--- config.mk ---
export PLATFORM = sky130hd
export DESIGN_NAME = pmc_top
export DESIGN_NICKNAME = d
export VERILOG_FILES = /design/src/pmc_pkg.sv /design/src/pmc_div_if.sv /design/src/pmc_prescaler.sv /design/src/pmc_top.sv
export SDC_FILE = /design/constraint.sdc
export NUM_CORES = 1
export LEC_CHECK = 0
export BUFFER_PORTS_ARGS = -buffer_cell sky130_fd_sc_hd__buf_4
export CAP_MARGIN = 30
export CORE_AREA = 2 2 76 78
export CTS_BUF_LIST = sky130_fd_sc_hd__clkbuf_8
export DETAILED_ROUTE_END_ITERATION = 7
export DIE_AREA = 0 0 78 80
export HOLD_SLACK_MARGIN = 0.06
export PLACE_DENSITY = 0.86
export SLEW_MARGIN = 10
export SYNTH_ARGS = -nofsm -noshare
export SYNTH_HDL_FRONTEND = slang
export SYNTH_SLANG_ARGS = --single-unit
--- constraint.sdc ---
create_clock -name clk_i -period 2.51 [get_ports clk_i]
set_input_delay 0.251 -clock clk_i [delete_from_list [all_inputs] [get_ports clk_i]]
set_output_delay 0.251 -clock clk_i [all_outputs]
set_load 0.03 [all_outputs]
--- src/pmc_pkg.sv ---
package pmc_pkg;
	// Special function register offsets
	localparam logic [7:0] OFS_IE_MAIN   = 8'h0b;
	localparam logic [7:0] OFS_PEND_MAIN = 8'h0c;
	localparam logic [7:0] OFS_IE_SEC    = 8'h0d;
	localparam logic [7:0] OFS_PEND_SEC  = 8'h0e;
	localparam logic [7:0] OFS_CLK_CTL   = 8'h0f;

	// Reset values
	localparam logic [7:0] RST_IE_MAIN   = 8'h00;
	localparam logic [7:0] RST_PEND_MAIN = 8'h00;
	localparam logic [2:0] RST_SEC       = 3'h0;
	localparam logic [7:0] RST_CLK_CTL   = 8'h0b;

	// Clock control field positions
	localparam int CK_SLOW_TYPE = 7;
	localparam int CK_FAST_TYPE = 6;
	localparam int CK_SLOW_HALT = 4;
	localparam int CK_FAST_HALT = 3;
	localparam int CK_SRC_SEL   = 2;
	localparam int CK_DIV_LSB   = 0;

	// Main enable and pending bit positions
	localparam int B_CONV  = 7;
	localparam int B_T2    = 6;
	localparam int B_T1    = 5;
	localparam int B_T0    = 4;
	localparam int B_WKT   = 3;
	localparam int B_PIN2  = 2;
	localparam int B_PIN1  = 1;
	localparam int B_PIN0  = 0;

	// Second bank bits 4, 1, 0 packed into three bits
	localparam int SEC_B_HI = 4;
	localparam int SEC_B_MID = 1;
	localparam int SEC_B_LO = 0;

	// Misc encodings
	localparam logic [1:0]  WDT_ALWAYS  = 2'h3;
	localparam logic [1:0]  T2_SLOW_CLK = 2'h0;
	localparam logic [11:0] IRQ_VECTOR  = 12'h004;
	localparam int          DIV_CNT_W   = 3;

	typedef enum logic [1:0] {
		PMC_FAST,
		PMC_SLOW,
		PMC_IDLE,
		PMC_STOP
	} pmc_mode_e;
endpackage

--- src/pmc_div_if.sv ---
`timescale 1ns/1ps
interface pmc_div_if;
	logic [1:0] div_sel;
	logic       run;
	logic       tick;

	modport ctl (output div_sel, output run, input tick);
	modport div (input div_sel, input run, output tick);
endinterface

--- src/pmc_prescaler.sv ---
`timescale 1ns/1ps
module pmc_prescaler
	import pmc_pkg::*;
(
	input wire logic clk_i,
	input wire logic rst_n,
	pmc_div_if.div   dv
);
	logic [DIV_CNT_W-1:0] cnt;
	logic [DIV_CNT_W-1:0] limit;
	logic                 wrap;

	// 00 by 8, 01 by 4, 10 by 2, 11 by 1
	assign limit = DIV_CNT_W'((8 >> dv.div_sel) - 1);
	assign wrap  = (cnt >= limit);

	// Counter restarts while the core clock is held
	always_ff @(posedge clk_i or negedge rst_n) begin
		if (!rst_n) begin
			cnt     <= '0;
			dv.tick <= 1'b0;
		end else begin
			cnt     <= (!dv.run || wrap) ? '0 : cnt + 1'b1;
			dv.tick <= dv.run && wrap;
		end
	end
endmodule

--- src/pmc_top.sv ---
`timescale 1ns/1ps
module pmc_top
	import pmc_pkg::*;
(
	input  wire logic        clk_i,
	input  wire logic        rst_n_i,
	input  wire logic [7:0]  sfr_addr_i,
	input  wire logic        sfr_wr_i,
	input  wire logic        sfr_rd_i,
	input  wire logic [7:0]  sfr_wdata_i,
	output logic      [7:0]  sfr_rdata_o,
	input  wire logic        sleep_i,
	input  wire logic        instr_end_i,
	input  wire logic        return_from_irq_op_i,
	input  wire logic [1:0]  watchdog_enable_field_i,
	input  wire logic [1:0]  timer_two_clock_sel_i,
	input  wire logic        ext_pin0_edge_sel_i,
	input  wire logic        ext_pin1_edge_sel_i,
	input  wire logic        ext_pin0_i,
	input  wire logic        ext_pin1_i,
	input  wire logic        ext_pin2_i,
	input  wire logic        pin_change_i,
	input  wire logic        converter_done_i,
	input  wire logic        timer_two_ovf_i,
	input  wire logic        timer_one_ovf_i,
	input  wire logic        timer_zero_ovf_i,
	input  wire logic        wakeup_timeout_i,
	input  wire logic [2:0]  second_event_i,
	output logic      [1:0]  mode_o,
	output logic             cpu_clk_run_o,
	output logic             cpu_tick_o,
	output logic             fast_osc_run_o,
	output logic             slow_osc_run_o,
	output logic             general_timers_run_o,
	output logic             timer_two_run_o,
	output logic             wakeup_timer_run_o,
	output logic             watchdog_run_o,
	output logic             slow_source_type_o,
	output logic             fast_source_type_o,
	output logic             sysclk_source_sel_o,
	output logic             irq_call_o,
	output logic      [11:0] irq_vector_o,
	output logic             irq_in_service_o,
	output logic             wake_o
);

	// Reset release synchroniser
	logic rst_meta;
	logic rst_n;

	always_ff @(posedge clk_i or negedge rst_n_i) begin
		if (!rst_n_i) begin
			rst_meta <= 1'b0;
			rst_n    <= 1'b0;
		end else begin
			rst_meta <= 1'b1;
			rst_n    <= rst_meta;
		end
	end

	// Register state
	logic [7:0] interrupt_enable_main;
	logic [7:0] interrupt_pending_main;
	logic [2:0] interrupt_enable_second;
	logic [2:0] interrupt_pending_second;
	logic [7:0] system_clock_control;
	pmc_mode_e  mode;
	pmc_mode_e  next_mode;
	logic       in_service;
	logic       return_from_irq_op_seen;
	logic [2:0] pin_prev;

	// Named clock control fields
	logic       slow_source_type;
	logic       fast_source_type;
	logic       slow_osc_halt_on_sleep;
	logic       fast_osc_halt;
	logic       sysclk_source_sel;
	logic [1:0] sysclk_divider;

	assign slow_source_type       = system_clock_control[CK_SLOW_TYPE];
	assign fast_source_type       = system_clock_control[CK_FAST_TYPE];
	assign slow_osc_halt_on_sleep = system_clock_control[CK_SLOW_HALT];
	assign fast_osc_halt          = system_clock_control[CK_FAST_HALT];
	assign sysclk_source_sel      = system_clock_control[CK_SRC_SEL];
	assign sysclk_divider         = system_clock_control[CK_DIV_LSB +: 2];

	// Address decode
	logic wr_ie_main;
	logic wr_pend_main;
	logic wr_ie_sec;
	logic wr_pend_sec;
	logic wr_clk_ctl;

	assign wr_ie_main   = sfr_wr_i && (sfr_addr_i == OFS_IE_MAIN);
	assign wr_pend_main = sfr_wr_i && (sfr_addr_i == OFS_PEND_MAIN);
	assign wr_ie_sec    = sfr_wr_i && (sfr_addr_i == OFS_IE_SEC);
	assign wr_pend_sec  = sfr_wr_i && (sfr_addr_i == OFS_PEND_SEC);
	assign wr_clk_ctl   = sfr_wr_i && (sfr_addr_i == OFS_CLK_CTL);

	// Second bank bits live at 4, 1 and 0 of the register
	function automatic logic [2:0] sec_pack(input logic [7:0] v);
		sec_pack = {v[SEC_B_HI], v[SEC_B_MID], v[SEC_B_LO]};
	endfunction

	function automatic logic [7:0] sec_unpack(input logic [2:0] v);
		logic [7:0] r;
		r = 8'h00;
		r[SEC_B_HI]  = v[2];
		r[SEC_B_MID] = v[1];
		r[SEC_B_LO]  = v[0];
		sec_unpack = r;
	endfunction

	// Pin edge detection; pins 0 and 1 follow their edge select
	logic       pin0_edge;
	logic       pin1_edge;
	logic       pin2_edge;

	assign pin0_edge = ext_pin0_edge_sel_i ? (ext_pin0_i && !pin_prev[0])
	                                       : (!ext_pin0_i && pin_prev[0]);
	assign pin1_edge = ext_pin1_edge_sel_i ? (ext_pin1_i && !pin_prev[1])
	                                       : (!ext_pin1_i && pin_prev[1]);
	assign pin2_edge = !ext_pin2_i && pin_prev[2];

	// Event set vectors, independent of enables except the wakeup bit
	logic [7:0] set_main;
	logic [7:0] set_main_raw;

	assign set_main_raw = {converter_done_i, timer_two_ovf_i, timer_one_ovf_i,
	                       timer_zero_ovf_i, wakeup_timeout_i,
	                       pin2_edge, pin1_edge, pin0_edge};
	// Halted timers cannot report; the wakeup timer runs only while enabled
	assign set_main = set_main_raw & {1'b1, timer_two_run_o, general_timers_run_o,
	                                  general_timers_run_o, wakeup_timer_run_o, 3'h7};

	// Service request is the level of any enabled pending flag
	logic [7:0] req_main;
	logic [2:0] req_sec;
	logic       irq_req;

	assign req_main = interrupt_pending_main & interrupt_enable_main;
	assign req_sec  = interrupt_pending_second & interrupt_enable_second;
	assign irq_req  = (|req_main) || (|req_sec);

	// Clock control write filtering; a write setting halt and select together leaves those two bits unchanged
	logic       clk_bad;
	logic [7:0] clk_new;

	assign clk_bad = sfr_wdata_i[CK_FAST_HALT] && sfr_wdata_i[CK_SRC_SEL];

	always_comb begin
		clk_new = system_clock_control;
		clk_new[CK_SLOW_HALT] = sfr_wdata_i[CK_SLOW_HALT];
		clk_new[CK_DIV_LSB +: 2] = sfr_wdata_i[CK_DIV_LSB +: 2];
		if (!clk_bad) begin
			clk_new[CK_FAST_HALT] = sfr_wdata_i[CK_FAST_HALT];
			clk_new[CK_SRC_SEL]   = sfr_wdata_i[CK_SRC_SEL];
		end
		if (sysclk_source_sel) begin
			clk_new[CK_SLOW_TYPE] = sfr_wdata_i[CK_SLOW_TYPE];
		end else begin
			clk_new[CK_FAST_TYPE] = sfr_wdata_i[CK_FAST_TYPE];
		end
		clk_new[5] = 1'b0;
	end

	// Sleep and wakeup sequencing
	logic       slow_kept;
	logic       wake_idle;
	logic       wake_stop;
	logic       run_mode;

	// Slow clock survives sleep when not halted, or wakeup timer or watchdog needs it
	assign slow_kept = !slow_osc_halt_on_sleep
	                || interrupt_enable_main[B_WKT]
	                || (watchdog_enable_field_i == WDT_ALWAYS);
	assign wake_idle = |(req_main & ((8'h1 << B_WKT) | (8'h1 << B_T2) | 8'h07));
	assign wake_stop = (|req_main[B_PIN2:B_PIN0]) || pin_change_i;
	assign run_mode  = (mode == PMC_FAST) || (mode == PMC_SLOW);

	always_comb begin
		next_mode = mode;
		case (mode)
			PMC_FAST, PMC_SLOW: begin
				if (sleep_i) begin
					next_mode = slow_kept ? PMC_IDLE : PMC_STOP;
				end else begin
					next_mode = sysclk_source_sel ? PMC_FAST : PMC_SLOW;
				end
			end
			PMC_IDLE: begin
				if (wake_idle) begin
					next_mode = sysclk_source_sel ? PMC_FAST : PMC_SLOW;
				end
			end
			PMC_STOP: begin
				if (wake_stop) begin
					next_mode = sysclk_source_sel ? PMC_FAST : PMC_SLOW;
				end
			end
			default: next_mode = PMC_SLOW;
		endcase
	end

	// Interrupt insertion only while the core is clocked
	logic take_irq;
	logic leave_service;

	assign take_irq      = run_mode && instr_end_i && irq_req && !in_service;
	assign leave_service = return_from_irq_op_seen && instr_end_i;

	// Next values of the clock gating outputs
	logic next_cpu_run;
	logic next_fast_run;
	logic next_slow_run;
	logic next_t2_run;
	logic next_wkt_run;
	logic next_wdt_run;

	assign next_cpu_run  = (next_mode == PMC_FAST) || (next_mode == PMC_SLOW);
	assign next_fast_run = (next_mode == PMC_FAST)
	                    || ((next_mode == PMC_SLOW) && !clk_new_fast_halt());
	assign next_slow_run = (next_mode != PMC_STOP);
	assign next_t2_run   = next_cpu_run
	                    || ((next_mode == PMC_IDLE) && (timer_two_clock_sel_i == T2_SLOW_CLK));
	assign next_wkt_run  = (next_mode != PMC_STOP) && wkt_en_next();
	assign next_wdt_run  = next_cpu_run
	                    || ((next_mode == PMC_IDLE) && (watchdog_enable_field_i == WDT_ALWAYS));

	// Fast halt as it stands after this cycle's write
	function automatic logic clk_new_fast_halt();
		clk_new_fast_halt = wr_clk_ctl ? clk_new[CK_FAST_HALT] : fast_osc_halt;
	endfunction

	// Wakeup enable as it stands after this cycle's write
	function automatic logic wkt_en_next();
		wkt_en_next = wr_ie_main ? sfr_wdata_i[B_WKT] : interrupt_enable_main[B_WKT];
	endfunction

	// Read mux; unmapped offsets read as zero
	logic [7:0] rd_val;

	always_comb begin
		case (sfr_addr_i)
			OFS_IE_MAIN:   rd_val = interrupt_enable_main;
			OFS_PEND_MAIN: rd_val = interrupt_pending_main;
			OFS_IE_SEC:    rd_val = sec_unpack(interrupt_enable_second);
			OFS_PEND_SEC:  rd_val = sec_unpack(interrupt_pending_second);
			OFS_CLK_CTL:   rd_val = system_clock_control;
			default:       rd_val = 8'h00;
		endcase
	end

	// Prescaler for the core clock tick
	pmc_div_if div_bus ();

	assign div_bus.div_sel = sysclk_divider;
	assign div_bus.run     = cpu_clk_run_o;

	pmc_prescaler u_prescaler (
		.clk_i (clk_i),
		.rst_n (rst_n),
		.dv    (div_bus)
	);

	// Software-written registers
	always_ff @(posedge clk_i or negedge rst_n) begin
		if (!rst_n) begin
			interrupt_enable_main   <= RST_IE_MAIN;
			interrupt_enable_second <= RST_SEC;
			system_clock_control    <= RST_CLK_CTL;
		end else begin
			if (wr_ie_main) begin
				interrupt_enable_main <= sfr_wdata_i;
			end
			if (wr_ie_sec) begin
				interrupt_enable_second <= sec_pack(sfr_wdata_i);
			end
			if (wr_clk_ctl) begin
				system_clock_control <= clk_new;
			end
		end
	end

	// Pending flags: a write of 0 clears, 1 keeps; a new event wins over the clear
	always_ff @(posedge clk_i or negedge rst_n) begin
		if (!rst_n) begin
			interrupt_pending_main   <= RST_PEND_MAIN;
			interrupt_pending_second <= RST_SEC;
		end else begin
			interrupt_pending_main <= (wr_pend_main ? (interrupt_pending_main & sfr_wdata_i)
			                                        : interrupt_pending_main) | set_main;
			interrupt_pending_second <= (wr_pend_sec ? (interrupt_pending_second & sec_pack(sfr_wdata_i))
			                                         : interrupt_pending_second) | second_event_i;
		end
	end

	// Mode, pin history and in-service flag
	always_ff @(posedge clk_i or negedge rst_n) begin
		if (!rst_n) begin
			mode       <= PMC_SLOW;
			pin_prev   <= 3'h7; // Pins idle high, so no false edge after reset
			in_service <= 1'b0;
			return_from_irq_op_seen  <= 1'b0;
		end else begin
			mode       <= next_mode;
			pin_prev   <= {ext_pin2_i, ext_pin1_i, ext_pin0_i};
			in_service <= take_irq || (in_service && !leave_service);
			return_from_irq_op_seen  <= (return_from_irq_op_i && in_service) || (return_from_irq_op_seen && !instr_end_i);
		end
	end

	// Registered outputs; gates are taken from next_mode, so they change in the same cycle as the mode
	always_ff @(posedge clk_i or negedge rst_n) begin
		if (!rst_n) begin
			mode_o               <= 2'h1;
			cpu_clk_run_o        <= 1'b1;
			fast_osc_run_o       <= 1'b0;
			slow_osc_run_o       <= 1'b1;
			general_timers_run_o <= 1'b1;
			timer_two_run_o      <= 1'b1;
			wakeup_timer_run_o   <= 1'b0;
			watchdog_run_o       <= 1'b1;
			slow_source_type_o   <= 1'b0;
			fast_source_type_o   <= 1'b0;
			sysclk_source_sel_o  <= 1'b0;
			irq_call_o           <= 1'b0;
			irq_vector_o         <= IRQ_VECTOR;
			irq_in_service_o     <= 1'b0;
			wake_o               <= 1'b0;
			sfr_rdata_o          <= 8'h00;
			cpu_tick_o           <= 1'b0;
		end else begin
			mode_o               <= 2'(next_mode);
			cpu_clk_run_o        <= next_cpu_run;
			fast_osc_run_o       <= next_fast_run;
			slow_osc_run_o       <= next_slow_run;
			general_timers_run_o <= next_cpu_run;
			timer_two_run_o      <= next_t2_run;
			wakeup_timer_run_o   <= next_wkt_run;
			watchdog_run_o       <= next_wdt_run;
			slow_source_type_o   <= slow_source_type;
			fast_source_type_o   <= fast_source_type;
			sysclk_source_sel_o  <= sysclk_source_sel;
			irq_call_o           <= take_irq;
			irq_vector_o         <= IRQ_VECTOR;
			irq_in_service_o     <= take_irq || (in_service && !leave_service);
			wake_o               <= !run_mode && (next_mode != mode);
			sfr_rdata_o          <= sfr_rd_i ? rd_val : sfr_rdata_o;
			cpu_tick_o           <= div_bus.tick;
		end
	end

endmodule

# Word level (Yosys, flattened, before mapping)
# Cells that the tools add are included.
[totals]
register_bits = 62
inputBits = 41
output_inout_bits = 36
elab_cells = 129
[classes]
addsub = 2
order_cmp = 1
eq_ne = 13
shift = 1
n_mux = 15
n_bitwise = 9
n_reduce_logical = 59
[op_table]
columns = ["cell", "n"]
rows = [
  ["$eq 8x4->1 const B", 5],
  ["$pmux 8 s5", 1],
  ["$and 8x8->8", 3],
  ["$logic_and 1x1->1", 24],
  ["$logic_not 1->1", 12],
  ["$logic_or 1x1->1", 12],
  ["$eq 2x2->1 const B", 4],
  ["$mux 2", 4],
  ["$mux 8", 1],
  ["$or 8x8->8", 1],
  ["$reduce_or 8->1", 1],
  ["$and 3x3->3", 2],
  ["$logic_not 2->1", 3],
  ["$mux 1", 6],
  ["$mux 3", 2],
  ["$pmux 2 s3", 1],
  ["$reduce_and 2->1", 3],
  ["$reduce_or 3->1", 2],
  ["$reduce_or 5->1", 1],
  ["$eq 2x1->1 const B", 2],
  ["$shr 4x2->3 const A", 1],
  ["$add 3x1->3 const B", 1],
  ["$ge 3x3->1", 1],
  ["$or 3x3->3", 1],
  ["5 further kinds", 6],
]

# Logic depth before layout (Yosys ltp)
# Gate-level depths: netlist of the first run.
[logic_depth]
word_depth = 9
mapped_depth = 6
ltp_nobuf = 6

# Hierarchy
# From an unflattened synthesis of the first run, not the netlist that was laid out.
[hier_totals]
cells_unflattened = 252
area_unflattened_um2 = 2820.2
[modules_own_cells]
columns = ["mod", "instances", "cells_each", "area_each_um2", "seq_area_each_um2"]
rows = [
  ["pmc_top", 1, 230, 2580.0, 1465.2],
  ["pmc_prescaler", 1, 22, 240.2, 100.1],
]

# Least setup slack after synthesis of the first run
# OpenSTA, ideal clock, no wires.
[synth_timing]
path_kind = "input-to-reg"
startpoint = "in sfr_addr_i[5]"
endpoint = "reg wakeup_timer_run_o"
setup_ns = 0.146
t_arrival_ns = 1.810
required_time_ns = 2.364
setup_slack_ns = 0.554
path_stages = 5
n_path_buf = 1
cell_sequence = "or4_4 buf_6 nor4_4 mux2_4 a21boi_2"
[synth_between]
elab_chain_len = 4
[synth_lines]
columns = ["item", "line", "text"]
rows = [
  ["from (decl)", "pmc_top.sv:7", "input wire logic [7:0] sfr_addr_i,"],
  ["$eq 8x4->1", "pmc_top.sv:95", "assign wr_ie_main = sfr_wr_i && (sfr_addr_i == OFS_IE_MAIN);"],
  ["$logic_and 1x1->1", "pmc_top.sv:95", ""],
  ["$mux 1", "pmc_top.sv:238", "wkt_en_next = wr_ie_main ? sfr_wdata_i[B_WKT] : interrupt_enable_main[B_WKT];"],
  ["$logic_and 1x1->1", "pmc_top.sv:227", "assign next_wkt_run = (next_mode != PMC_STOP) && wkt_en_next();"],
  ["via next_wkt_run", "pmc_top.sv:218", "logic next_wkt_run;"],
  ["to (signal assigned)", "pmc_top.sv:341", "wakeup_timer_run_o <= next_wkt_run;"],
  ["to (decl)", "pmc_top.sv:36", "output logic wakeup_timer_run_o,"],
]
# The timed path passes the listed nets, and every way through them passes these cells.
# A chain may end at the register's enable or synchronous reset.

# Worst setup path in the final report of the first run
[layout_timing]
startpoint = "reg interrupt_enable_main[0]"
endpoint = "reg timer_two_run_o"
[layout_between]
elab_chain_len = 8
word_cells_on_any_way = 13
classes_between = "eq/ne: 2; mux: 3; bitwise: 1; reduce/logical: 7"
[layout_lines]
columns = ["item", "line", "text"]
rows = [
  ["from (decl)", "pmc_top.sv:62", "logic [7:0] interrupt_enable_main;"],
  ["from (signal assigned)", "pmc_top.sv:275", "interrupt_enable_main <= sfr_wdata_i;"],
  ["$and 8x8->8 *", "pmc_top.sv:142", "assign req_main = interrupt_pending_main & interrupt_enable_main;"],
  ["$reduce_or 3->1", "pmc_top.sv:179", "assign wake_stop = (|req_main[B_PIN2:B_PIN0]) || pin_change_i;"],
  ["$logic_or 1x1->1", "pmc_top.sv:179", ""],
  ["$mux 2", "pmc_top.sv:198", "if (wake_stop) begin"],
  ["$pmux 2 s3 *", "pmc_top.sv:184", "case (mode)"],
  ["via next_mode[0]", "pmc_top.sv:68", "pmc_mode_e next_mode;"],
  ["$eq 2x1->1 (tied with other cells)", "pmc_top.sv:221", "assign next_cpu_run = (next_mode == PMC_FAST) || (next_mode == PMC_SLOW);"],
  ["$logic_or 1x1->1 / $logic_and 1x1->1 (equally long branches)", "pmc_top.sv:221, pmc_top.sv:226", ""],
  ["$logic_or 1x1->1 *", "pmc_top.sv:226", "|| ((next_mode == PMC_IDLE) && (timer_two_clock_sel_i == T2_SLOW_CLK));"],
  ["via next_t2_run", "pmc_top.sv:217", "logic next_t2_run;"],
  ["to (signal assigned)", "pmc_top.sv:340", "timer_two_run_o <= next_t2_run;"],
  ["to (decl)", "pmc_top.sv:35", "output logic timer_two_run_o,"],
]
# Mark *: on every way through the listed nets, which the timed path passes. The rest lies on a longest branch.

==> metrics.csv, run 1 <==
metric;value;unit
status;complete, no violations;
cts_htree_levels;3;
post-route-util;67.3;%
grt_pass1_wl;10.6;mm
start_kind;flip-flop;
grt_max_degree;32;
hold-path-endpoint;interrupt_pending_main[7];
synth_edf_count;0;
ys_ff_latch;62;
dr.pass1.iters;4;
syn_inst;263;
min_from;converter_done_i;
dieArea;6240;µm²
ys_seq_area_share;55.2;%
hold_viol;0;
r2r-end;timer_two_run_o;
clk_latency;0.33;ns
routedWlPerCell;15.5;µm
crit_path_frequent_cell;buf_4;
path_buf_inv;3;
die_w;78;µm
startpoint;interrupt_enable_main[0];
worstReg2RegStart;interrupt_enable_main[0];
antenna_cells;0;
cts_root_buf;clkbuf_8;
fmax;0.455;GHz
io_pins;77;
fin_setup_tns;0;ns
nNetsFinal;384;
initial_core_util;52.5;%
cp_cell_sequence;a222oi_1 > buf_4 > a311oi_1 > a211oi_1 > buf_4 > o31ai_1 > dlygate4sd3_1;
grt_overflow;0;
cap_violations;0;
p_leak;1.71;nW
final_common_cell;buf_4;
ctsResizeCount;0;
tritoncts;yes;
ir_drop;474;µV
core-area;5410;µm²
portBuffers;64;
tightest_slew;0.678;ns
slew_violations;0;
slew_headroom;54.8;%
routed_wl;6.44;mm
cpLargestDelayFamily;buffers and inverters;
finalSetupViolations;0;
clk_path_buf_depth;2;
gp_congestion;0.873;
worst-r2r-cell-count;7;
yosys_most_used_dff;dfrtp_1;
cts.sinks;62;
powerDensity;818;nW/µm²
fin_crit;2.20;ns
worstPathArrival;2.46;ns
row_count;27;
critPathCaptureType;flip-flop;
antenna_found_initial;0;
finalCritPeriodShare;87.6;%
finalClockSkew;0.00816;ns
drc;0;
crit_fanout;6;
slowest_delay;0.55;ns
hold_class;primary input to flip-flop;
netlist_area;2840;µm²
worstPathRequired;2.77;ns
drive_gt1_share;33.7;%
path_class;flip-flop to flip-flop;
clkTransAtPathRegs;0.07;ns
syn_to_final_growth;28.3;%
mostFrequentLayoutCells;buf_4, dfrtp_1, nand2_1, o21ai_0, inv_1;
drt_iter0_drc;169;
synth_area_per_cell;10.8;µm²
grt_pass1_vias;2219;
postSynth.asyncResetShare;100;%
min_path_cells;2;
cpMaxStageDelayCell;dlygate4sd3_1;
synth.distinct_cells;52;
die_h;80;µm
synth.yosys.warnings;0;
rsz0062_at_grt;false;
num_vias;2217;
cts-buffers-inserted;9;
dp_hpwl;4.64;mm
grtUsageTotal;22.5;%
ant_nets;0;
reg2reg_slack;0.31;ns
viasPerCell;5.33;
-- per-stage QoR --
step | std cells | worst slack (ns) | cell area [µm²] | power (mW) | hold slack, ns
detailed placement | 393 | 0.434 | 3360 | 2.02 | 0.0350
global placement | 393 | 0.492 | 3360 | 2.00 | 0.0343
floorplan | 274 | 0.554 | 2880 | 1.75 | -0.0446
CTS | 415 | 0.0328 | 3630 | 2.99 | 0.0967
global route | 416 | 0.170 | 3640 | 3.13 | 0.0976
finish | 416 | 0.310 | 3640 | 2.97 | 0.109
-- sequential cells by signal (all words and copies together), names as in the netlist, 2 cells and up --
signal	cells
interrupt_enable_main	8
system_clock_control	7
interrupt_enable_second	3
u_prescaler.cnt	3
pin_prev	3
interrupt_pending_main	8
mode_o	2
interrupt_pending_second	3
sfr_rdata_o	8
-- cell usage after synthesis, types with 6 or more instances --
cell type   n  area share [%]
dfrtp_1    51              45
nand2_1    33             4.4
o21ai_0    19             3.4
inv_1      15             2.0
nor2_1     14             1.9
buf_4      13             3.4
a21oi_1    12             2.1
mux2_2     12             4.8
dfstp_2    11              10
mux2i_1     6             2.1
-- cells by family (layout without fill, tap and decap cells) --
family / after synthesis / after routing / share of synthesized area, %
AO/OA/AOI/OAI: 58 / 58 / 13.0
buffers and inverters: 36 / 106 / 6.75
flip-flops: 62 / 62 / 55.2
other: 2 / 13 / 0.265
multiplexers: 20 / 20 / 8.21
adder cells (fa/ha/maj): 4 / 4 / 1.77
AND/OR/NAND/NOR: 80 / 80 / 14.5
XOR/XNOR: 1 / 1 / 0.309
-- layer usage --
metal / wire length (µm) / part of all wire, % / vias up / track usage [%]
met5: 0 / 0 / - / 0
met4: 97 / 1.5 / 0 / 9.65
met3: 380 / 5.9 / 9 / 5.54
met2: 3170 / 49 / 75 / 36.4
met1: 2790 / 43 / 1088 / 29.0
li1: - / - / 1045 / -
-- worst max-delay path by stage --
stage                         endpoint  slack [ns]  cells past startpoint
2_1_floorplan       wakeup_timer_run_o        0.55                      5
3_3_place_gp   system_clock_control[7]        0.49                      5
3_5_place_dp   system_clock_control[7]        0.43                      5
4_1_cts                timer_two_run_o        0.03                      6
5_1_grt                timer_two_run_o        0.17                      7
6_report               timer_two_run_o        0.31                      7
-- what timing repair did --
item	in CTS	in global routing
hold endpoints to repair	6	0
setup endpoints to repair	0	1
buffers inserted	0	1
hold buffers	6	0
-- cell type report --
type,instances,area [µm²]
timing repair buffer,75,591
sequential,62,1570
tap,72,90.1
multi-input combinational,176,1120
inverter,15,56.3
clock buffer,10,138
clock inverter,6,77.6
fill,416,1770
-- power by group --
group	leakage, nW	internal (mW)	switching [mW]
Sequential	0.756	1.16	0.116
Combinational	0.840	0.314	0.439
Clock	0.119	0.576	0.370
Total	1.71	2.05	0.924
Power figures use the tool's default switching activity.
==> run 2, diff against run 1 <==
Settings changed: CAP_MARGIN 30 to unset, GPL_TIMING_DRIVEN set to 0.
==> metrics.csv, run 2 (synthesized netlist as in run 1, its figures left out) <==
metric;value;unit;change
row_count;27;;unchanged
fin_crit;2.35;ns;+0.149 ns
worstReg2RegStart;interrupt_pending_main[0];;
grt_use_met3;4.52;%;-1.0 points
finalSetupViolations;0;;unchanged
n_fill_cell;416;;unchanged
hold_class;primary input to flip-flop;;
drt_iter0_drc;183;;+8.3%
finalClockSkew;0.00835;ns;+0.000191 ns
io_pins;77;;unchanged
met2_usage;34.2;%;-2.2 points
start_kind;flip-flop;;
cts_hold_buffers;6;;unchanged
mostFrequentLayoutCells;buf_4, dfrtp_1, nand2_1, o21ai_0, inv_1;;
crit_fanout;6;;unchanged
cts-buffers-inserted;9;;unchanged
cts_root_buf;clkbuf_8;;
worstPathRequired;2.68;ns;-0.09 ns
powerDensity;789;nW/µm²;-3.5%
critPathCaptureType;flip-flop;;
drc;0;;unchanged
grt_pass1_wl;10.2;mm;-3.3%
core-area;5410;µm²;unchanged
grt_overflow;0;;unchanged
finalCritPeriodShare;93.6;%;+5.9 points
worstPathArrival;2.52;ns;+0.06 ns
nNetsFinal;399;;+3.9%
grtUsageTotal;21.5;%;-0.97 points
slew_violations;0;;unchanged
dieArea;6240;µm²;unchanged
die_w;78;µm;unchanged
final_common_cell;buf_4;;
reg2reg_slack;0.16;ns;-0.15 ns
p_leak;1.76;nW;+2.7%
die_h;80;µm;unchanged
clkTransAtPathRegs;0.07;ns;about the same
grt_pass1_vias;2129;;-4.1%
crit_end;fast_osc_run_o;;
path_class;flip-flop to flip-flop;;
layout.cells.non_filler;431;;+3.6%
routedWlPerCell;14.8;µm;-4.7%
fin_setup_tns;0;ns;unchanged
cpMaxStageDelayCell;a211oi_1;;
drive_gt1_share;34.8;%;+1.1 points
initial_core_util;52.5;%;unchanged
grt_max_degree;36;;+13%
worst-r2r-cell-count;4;;-3
ant_nets;0;;unchanged
r2r-end;fast_osc_run_o;;
cts_htree_levels;3;;unchanged
ctsResizeCount;0;;unchanged
clk_path_buf_depth;2;;unchanged
tritoncts;yes;;
cp_cell_sequence;a222oi_1 > a311oi_1 > a211oi_1 > a21oi_1;;
cts_setup_buffers;0;;unchanged
antenna_cells;0;;unchanged
dp_hpwl;4.65;mm;+0.19%
ir_drop;528;µV;+11%
fmax;0.426;GHz;-6.3%
antenna_found_initial;0;;unchanged
slew_headroom;45.0;%;-9.8 points
cts.sinks;62;;unchanged
routed_wl;6.36;mm;-1.2%
gp_congestion;0.860;;-1.4%
met1_usage;28.8;%;-0.18 points
reg_top3;interrupt_enable_main: 8 flops, interrupt_pending_main: 8 flops, sfr_rdata_o: 8 flops;;
cap_violations;0;;unchanged
status;complete, no violations;;
rsz0062_at_grt;false;;
portBuffers;62;;-3.1%
dr.pass1.iters;4;;unchanged
startpoint;interrupt_pending_main[0];;
dpl.cell_count;409;;+4.1%
syn_to_final_growth;31.4;%;
slowest_delay;0.73;ns;+0.18 ns
num_vias;2238;;+0.95%
top_usage_layer;met2;;
tightest_slew;0.821;ns;+0.143 ns
hold_viol;0;;unchanged
viasPerCell;5.19;;-2.6%
clk_latency;0.33;ns;about the same
run 2: how the worst min path moves through the flow:
stage	startpoint	endpoint	slack, ns	cells after the start
final	instr_end_i	return_from_irq_op_seen	0.10	2
after global routing	converter_done_i	interrupt_pending_main[7]	0.09	2
after CTS	instr_end_i	return_from_irq_op_seen	0.09	2
after detailed placement	rst_n_i	rst_meta	0.03	1
after global placement	rst_n_i	rst_meta	0.03	1
after floorplan	rst_n_i	rst_meta	-0.04	0
run 2: area by class of cell:
| cell class | instances | area [µm²] | area share, % |
|---|---|---|---|
| buffer | 21 | 135 | 3.63 |
| clock buffer | 12 | 165 | 4.43 |
| clock inverter | 4 | 46.3 | 1.24 |
| inverter | 15 | 56.3 | 1.51 |
| multi-input combinational | 176 | 1120 | 30.1 |
| sequential | 62 | 1570 | 42.1 |
| tap | 72 | 90.1 | 2.42 |
| timing repair buffer | 69 | 546 | 14.6 |
run 2: through the flow:
step	power, mW	util, %	hold WS (ns)	setup WS (ns)	cell area, µm²
global placement	2.01	63.5	0.0338	0.107	3430
detailed placement	2.03	63.9	0.0346	0.212	3450
CTS	2.95	68.9	0.0879	0.197	3720
finish	2.94	68.9	0.103	0.161	3720
global route	3.08	68.9	0.0922	0.0111	3720
floorplan	1.75	-	-0.0446	0.554	2880
run 2: layer usage:
layer | wire length, µm | vias up
li1 | - | 1075
met1 | 2780 | 1067
met2 | 3100 | 91
met3 | 428 | 5
met4 | 58 | 0
met5 | 0 | -
run 2: power by group:
group	switching, mW	internal, mW	total (mW)	leakage, nW
registers	0.114	1.16	1.28	0.756
logic	0.439	0.312	0.751	0.894
clock network	0.379	0.535	0.914	0.110
total	0.932	2.01	2.94	1.76
run 2: critical path, delay by kind of cell (launching register included):
kind           cells  cell delay, ns
AO/OA/AOI/OAI      4            1.78
flip-flops         1            0.41
==> run 3, diff against run 2 <==
Settings changed: PLACE_DENSITY 0.86 to unset, PLACE_DENSITY_LB_ADDON set to 0.08.
==> metrics.csv, run 3 (synthesized netlist as in run 1, its figures left out) <==
metric;value;unit;change
num_vias;2194;;-2.0%
routed_wl;6.25;mm;-1.7%
status;complete, no violations;;
top_usage_layer;met2;;
die_h;80;µm;unchanged
min_path_cells;2;;unchanged
grt_overflow;0;;unchanged
met1_usage;30.6;%;+1.8 points
path_class;flip-flop to flip-flop;;
n_fill_cell;437;;+5.0%
tritoncts;yes;;
worstPathRequired;2.69;ns;about the same
dr.pass1.iters;4;;unchanged
grtUsageTotal;22.3;%;+0.75 points
met2_usage;33.5;%;-0.69 points
hold_class;primary input to flip-flop;;
finalInstanceArea;3710;µm²;-0.37%
comb_power_share;24.6;%;-0.9 points
antenna_found_initial;0;;unchanged
fmax;0.440;GHz;+3.4%
hold_viol;0;;unchanged
cts_setup_buffers;0;;unchanged
routedWlPerCell;14.5;µm;-1.5%
slew_headroom;47.0;%;+2.0 points
cts_root_buf;clkbuf_8;;
io_pins;77;;unchanged
final.setup.worst_slack;0.239;ns;+0.0774 ns
grt_use_met3;5.54;%;+1.0 points
dieArea;6240;µm²;unchanged
final_common_cell;buf_4;;
critPathCaptureType;flip-flop;;
fin_crit;2.27;ns;-0.0774 ns
cap_violations;0;;unchanged
slew_violations;0;;unchanged
p_int;2.05;mW;+1.8%
place_area;3440;µm²;-0.51%
clock_power_share;32.1;%;+1.0 points
fin_setup_tns;0;ns;unchanged
cts-buffers-inserted;9;;unchanged
row_count;27;;unchanged
worstReg2RegStart;interrupt_pending_main[0];;
die_w;78;µm;unchanged
drc;0;;unchanged
p_sw;0.923;mW;-0.93%
ir_drop;701;µV;+33%
clkTransAtPathRegs;0.07;ns;about the same
dp_hpwl;4.49;mm;-3.5%
start_kind;flip-flop;;
nNetsFinal;398;;-0.25%
drt_iter0_drc;190;;+3.8%
finalCritPeriodShare;90.5;%;-3.1 points
startpoint;interrupt_pending_main[0];;
pre_cts_ws;0.188;ns;-0.0243 ns
worst-r2r-cell-count;4;;unchanged
ant_nets;0;;unchanged
ctsResizeCount;0;;unchanged
rsz0062_at_grt;false;;
p_sw_share;31.1;%;-0.59 points
powerDensity;800;nW/µm²;+1.3%
syn_to_final_growth;30.9;%;
crit_fanout;6;;unchanged
viasPerCell;5.10;;-1.7%
finalClockSkew;0.0106;ns;+0.00220 ns
mostFrequentLayoutCells;buf_4, dfrtp_1, nand2_1, o21ai_0, inv_1;;
gp_congestion;0.850;;-1.2%
antenna_cells;0;;unchanged
seqPwrFrac;43.3;%;about the same
initial_core_util;52.5;%;unchanged
drive_gt1_share;34.4;%;-0.46 points
clk_path_buf_depth;2;;unchanged
min_from;second_event_i[2];;
tightest_slew;0.790;ns;-0.0303 ns
grt_max_degree;61;;+69%
finalSetupViolations;0;;unchanged
core-area;5410;µm²;unchanged
cts.sinks;62;;unchanged
reg_top3;interrupt_enable_main: 8 flops, interrupt_pending_main: 8 flops, sfr_rdata_o: 8 flops;;
worstPathArrival;2.46;ns;-0.06 ns
p_leak;1.76;nW;about the same
grt_pass1_wl;10.4;mm;+1.8%
grt_pass1_vias;2134;;+0.23%
cts_htree_levels;3;;unchanged
clk_latency;0.34;ns;about the same
portBuffers;62;;unchanged
[run 3: cell types whose count changed in the layout (fill, tap and decap cells not counted)]
cell and change:
inv_1 +1, dfrtp_4 +1, bufinv_16 +1, clkinvlp_4 -1, clkinv_2 +1, buf_12 -1, clkbuf_8 -2, dfrtp_2 -1
[run 3: layout make-up]
type / count / area, µm² / area share (%)
flip-flops and latches: 62 / 1570 / 42.3
multi-input cells: 176 / 1120 / 30.2
repair buffers: 68 / 526 / 14.2
clock buffers: 10 / 138 / 3.71
plain buffers: 21 / 135 / 3.64
well taps: 72 / 90.1 / 2.43
clock inverters: 6 / 77.6 / 2.09
inverters: 15 / 56.3 / 1.52
[run 3: power groups by stage]
stage               registers, mW  logic [mW]  clock network, mW
global route                 1.31       0.804               1.01
global placement             1.30       0.711                  0
CTS                          1.29       0.737              0.966
floorplan                    1.42       0.324                  0
finish                       1.29       0.729              0.953
detailed placement           1.30       0.726                  0
[run 3: stage by stage]
stage                     utilization [%]  cells  hold WS [ns]  power [mW]
after global routing                 68.7    430        0.0980        3.13
final                                68.7    430        0.0970        2.97
after CTS                            68.7    430        0.0911        2.99
after detailed placement             63.6    408        0.0353        2.03
after floorplan                         -    274       -0.0446        1.75
after global placement               63.5    408        0.0342        2.01
[run 3: path summary, 6_finish.rpt]
kind                       slack [ns]                          end
max reg2reg                      0.24               fast_osc_run_o
max in group asynchronous        1.62           u_prescaler.cnt[0]
min reg2reg                      0.34                   cpu_tick_o
min in group asynchronous        0.23                     rst_meta
min                               0.1  interrupt_pending_second[2]
max                              0.24               fast_osc_run_o
[run 3: metal layers]
layer  share of wire (%)  vias to the layer above
met4                 1.5                        0
met2                  46                       79
met1                  44                     1028
li1                    -                     1078
met5                   0                        -
met3                 7.7                        9
[run 3: worst max-delay path: stages (launching register included)]
cell      delay (ns)
dfrtp_1         0.41
a222oi_1        0.69
a311oi_1        0.19
a211oi_1        0.70
a21oi_1         0.13
[run 3: repair_timing]
| action | in CTS | in global routing |
|---|---|---|
| hold buffers | 6 | 0 |
| hold endpoints to repair | 6 | 0 |
| setup endpoints to repair | 0 | 0 |
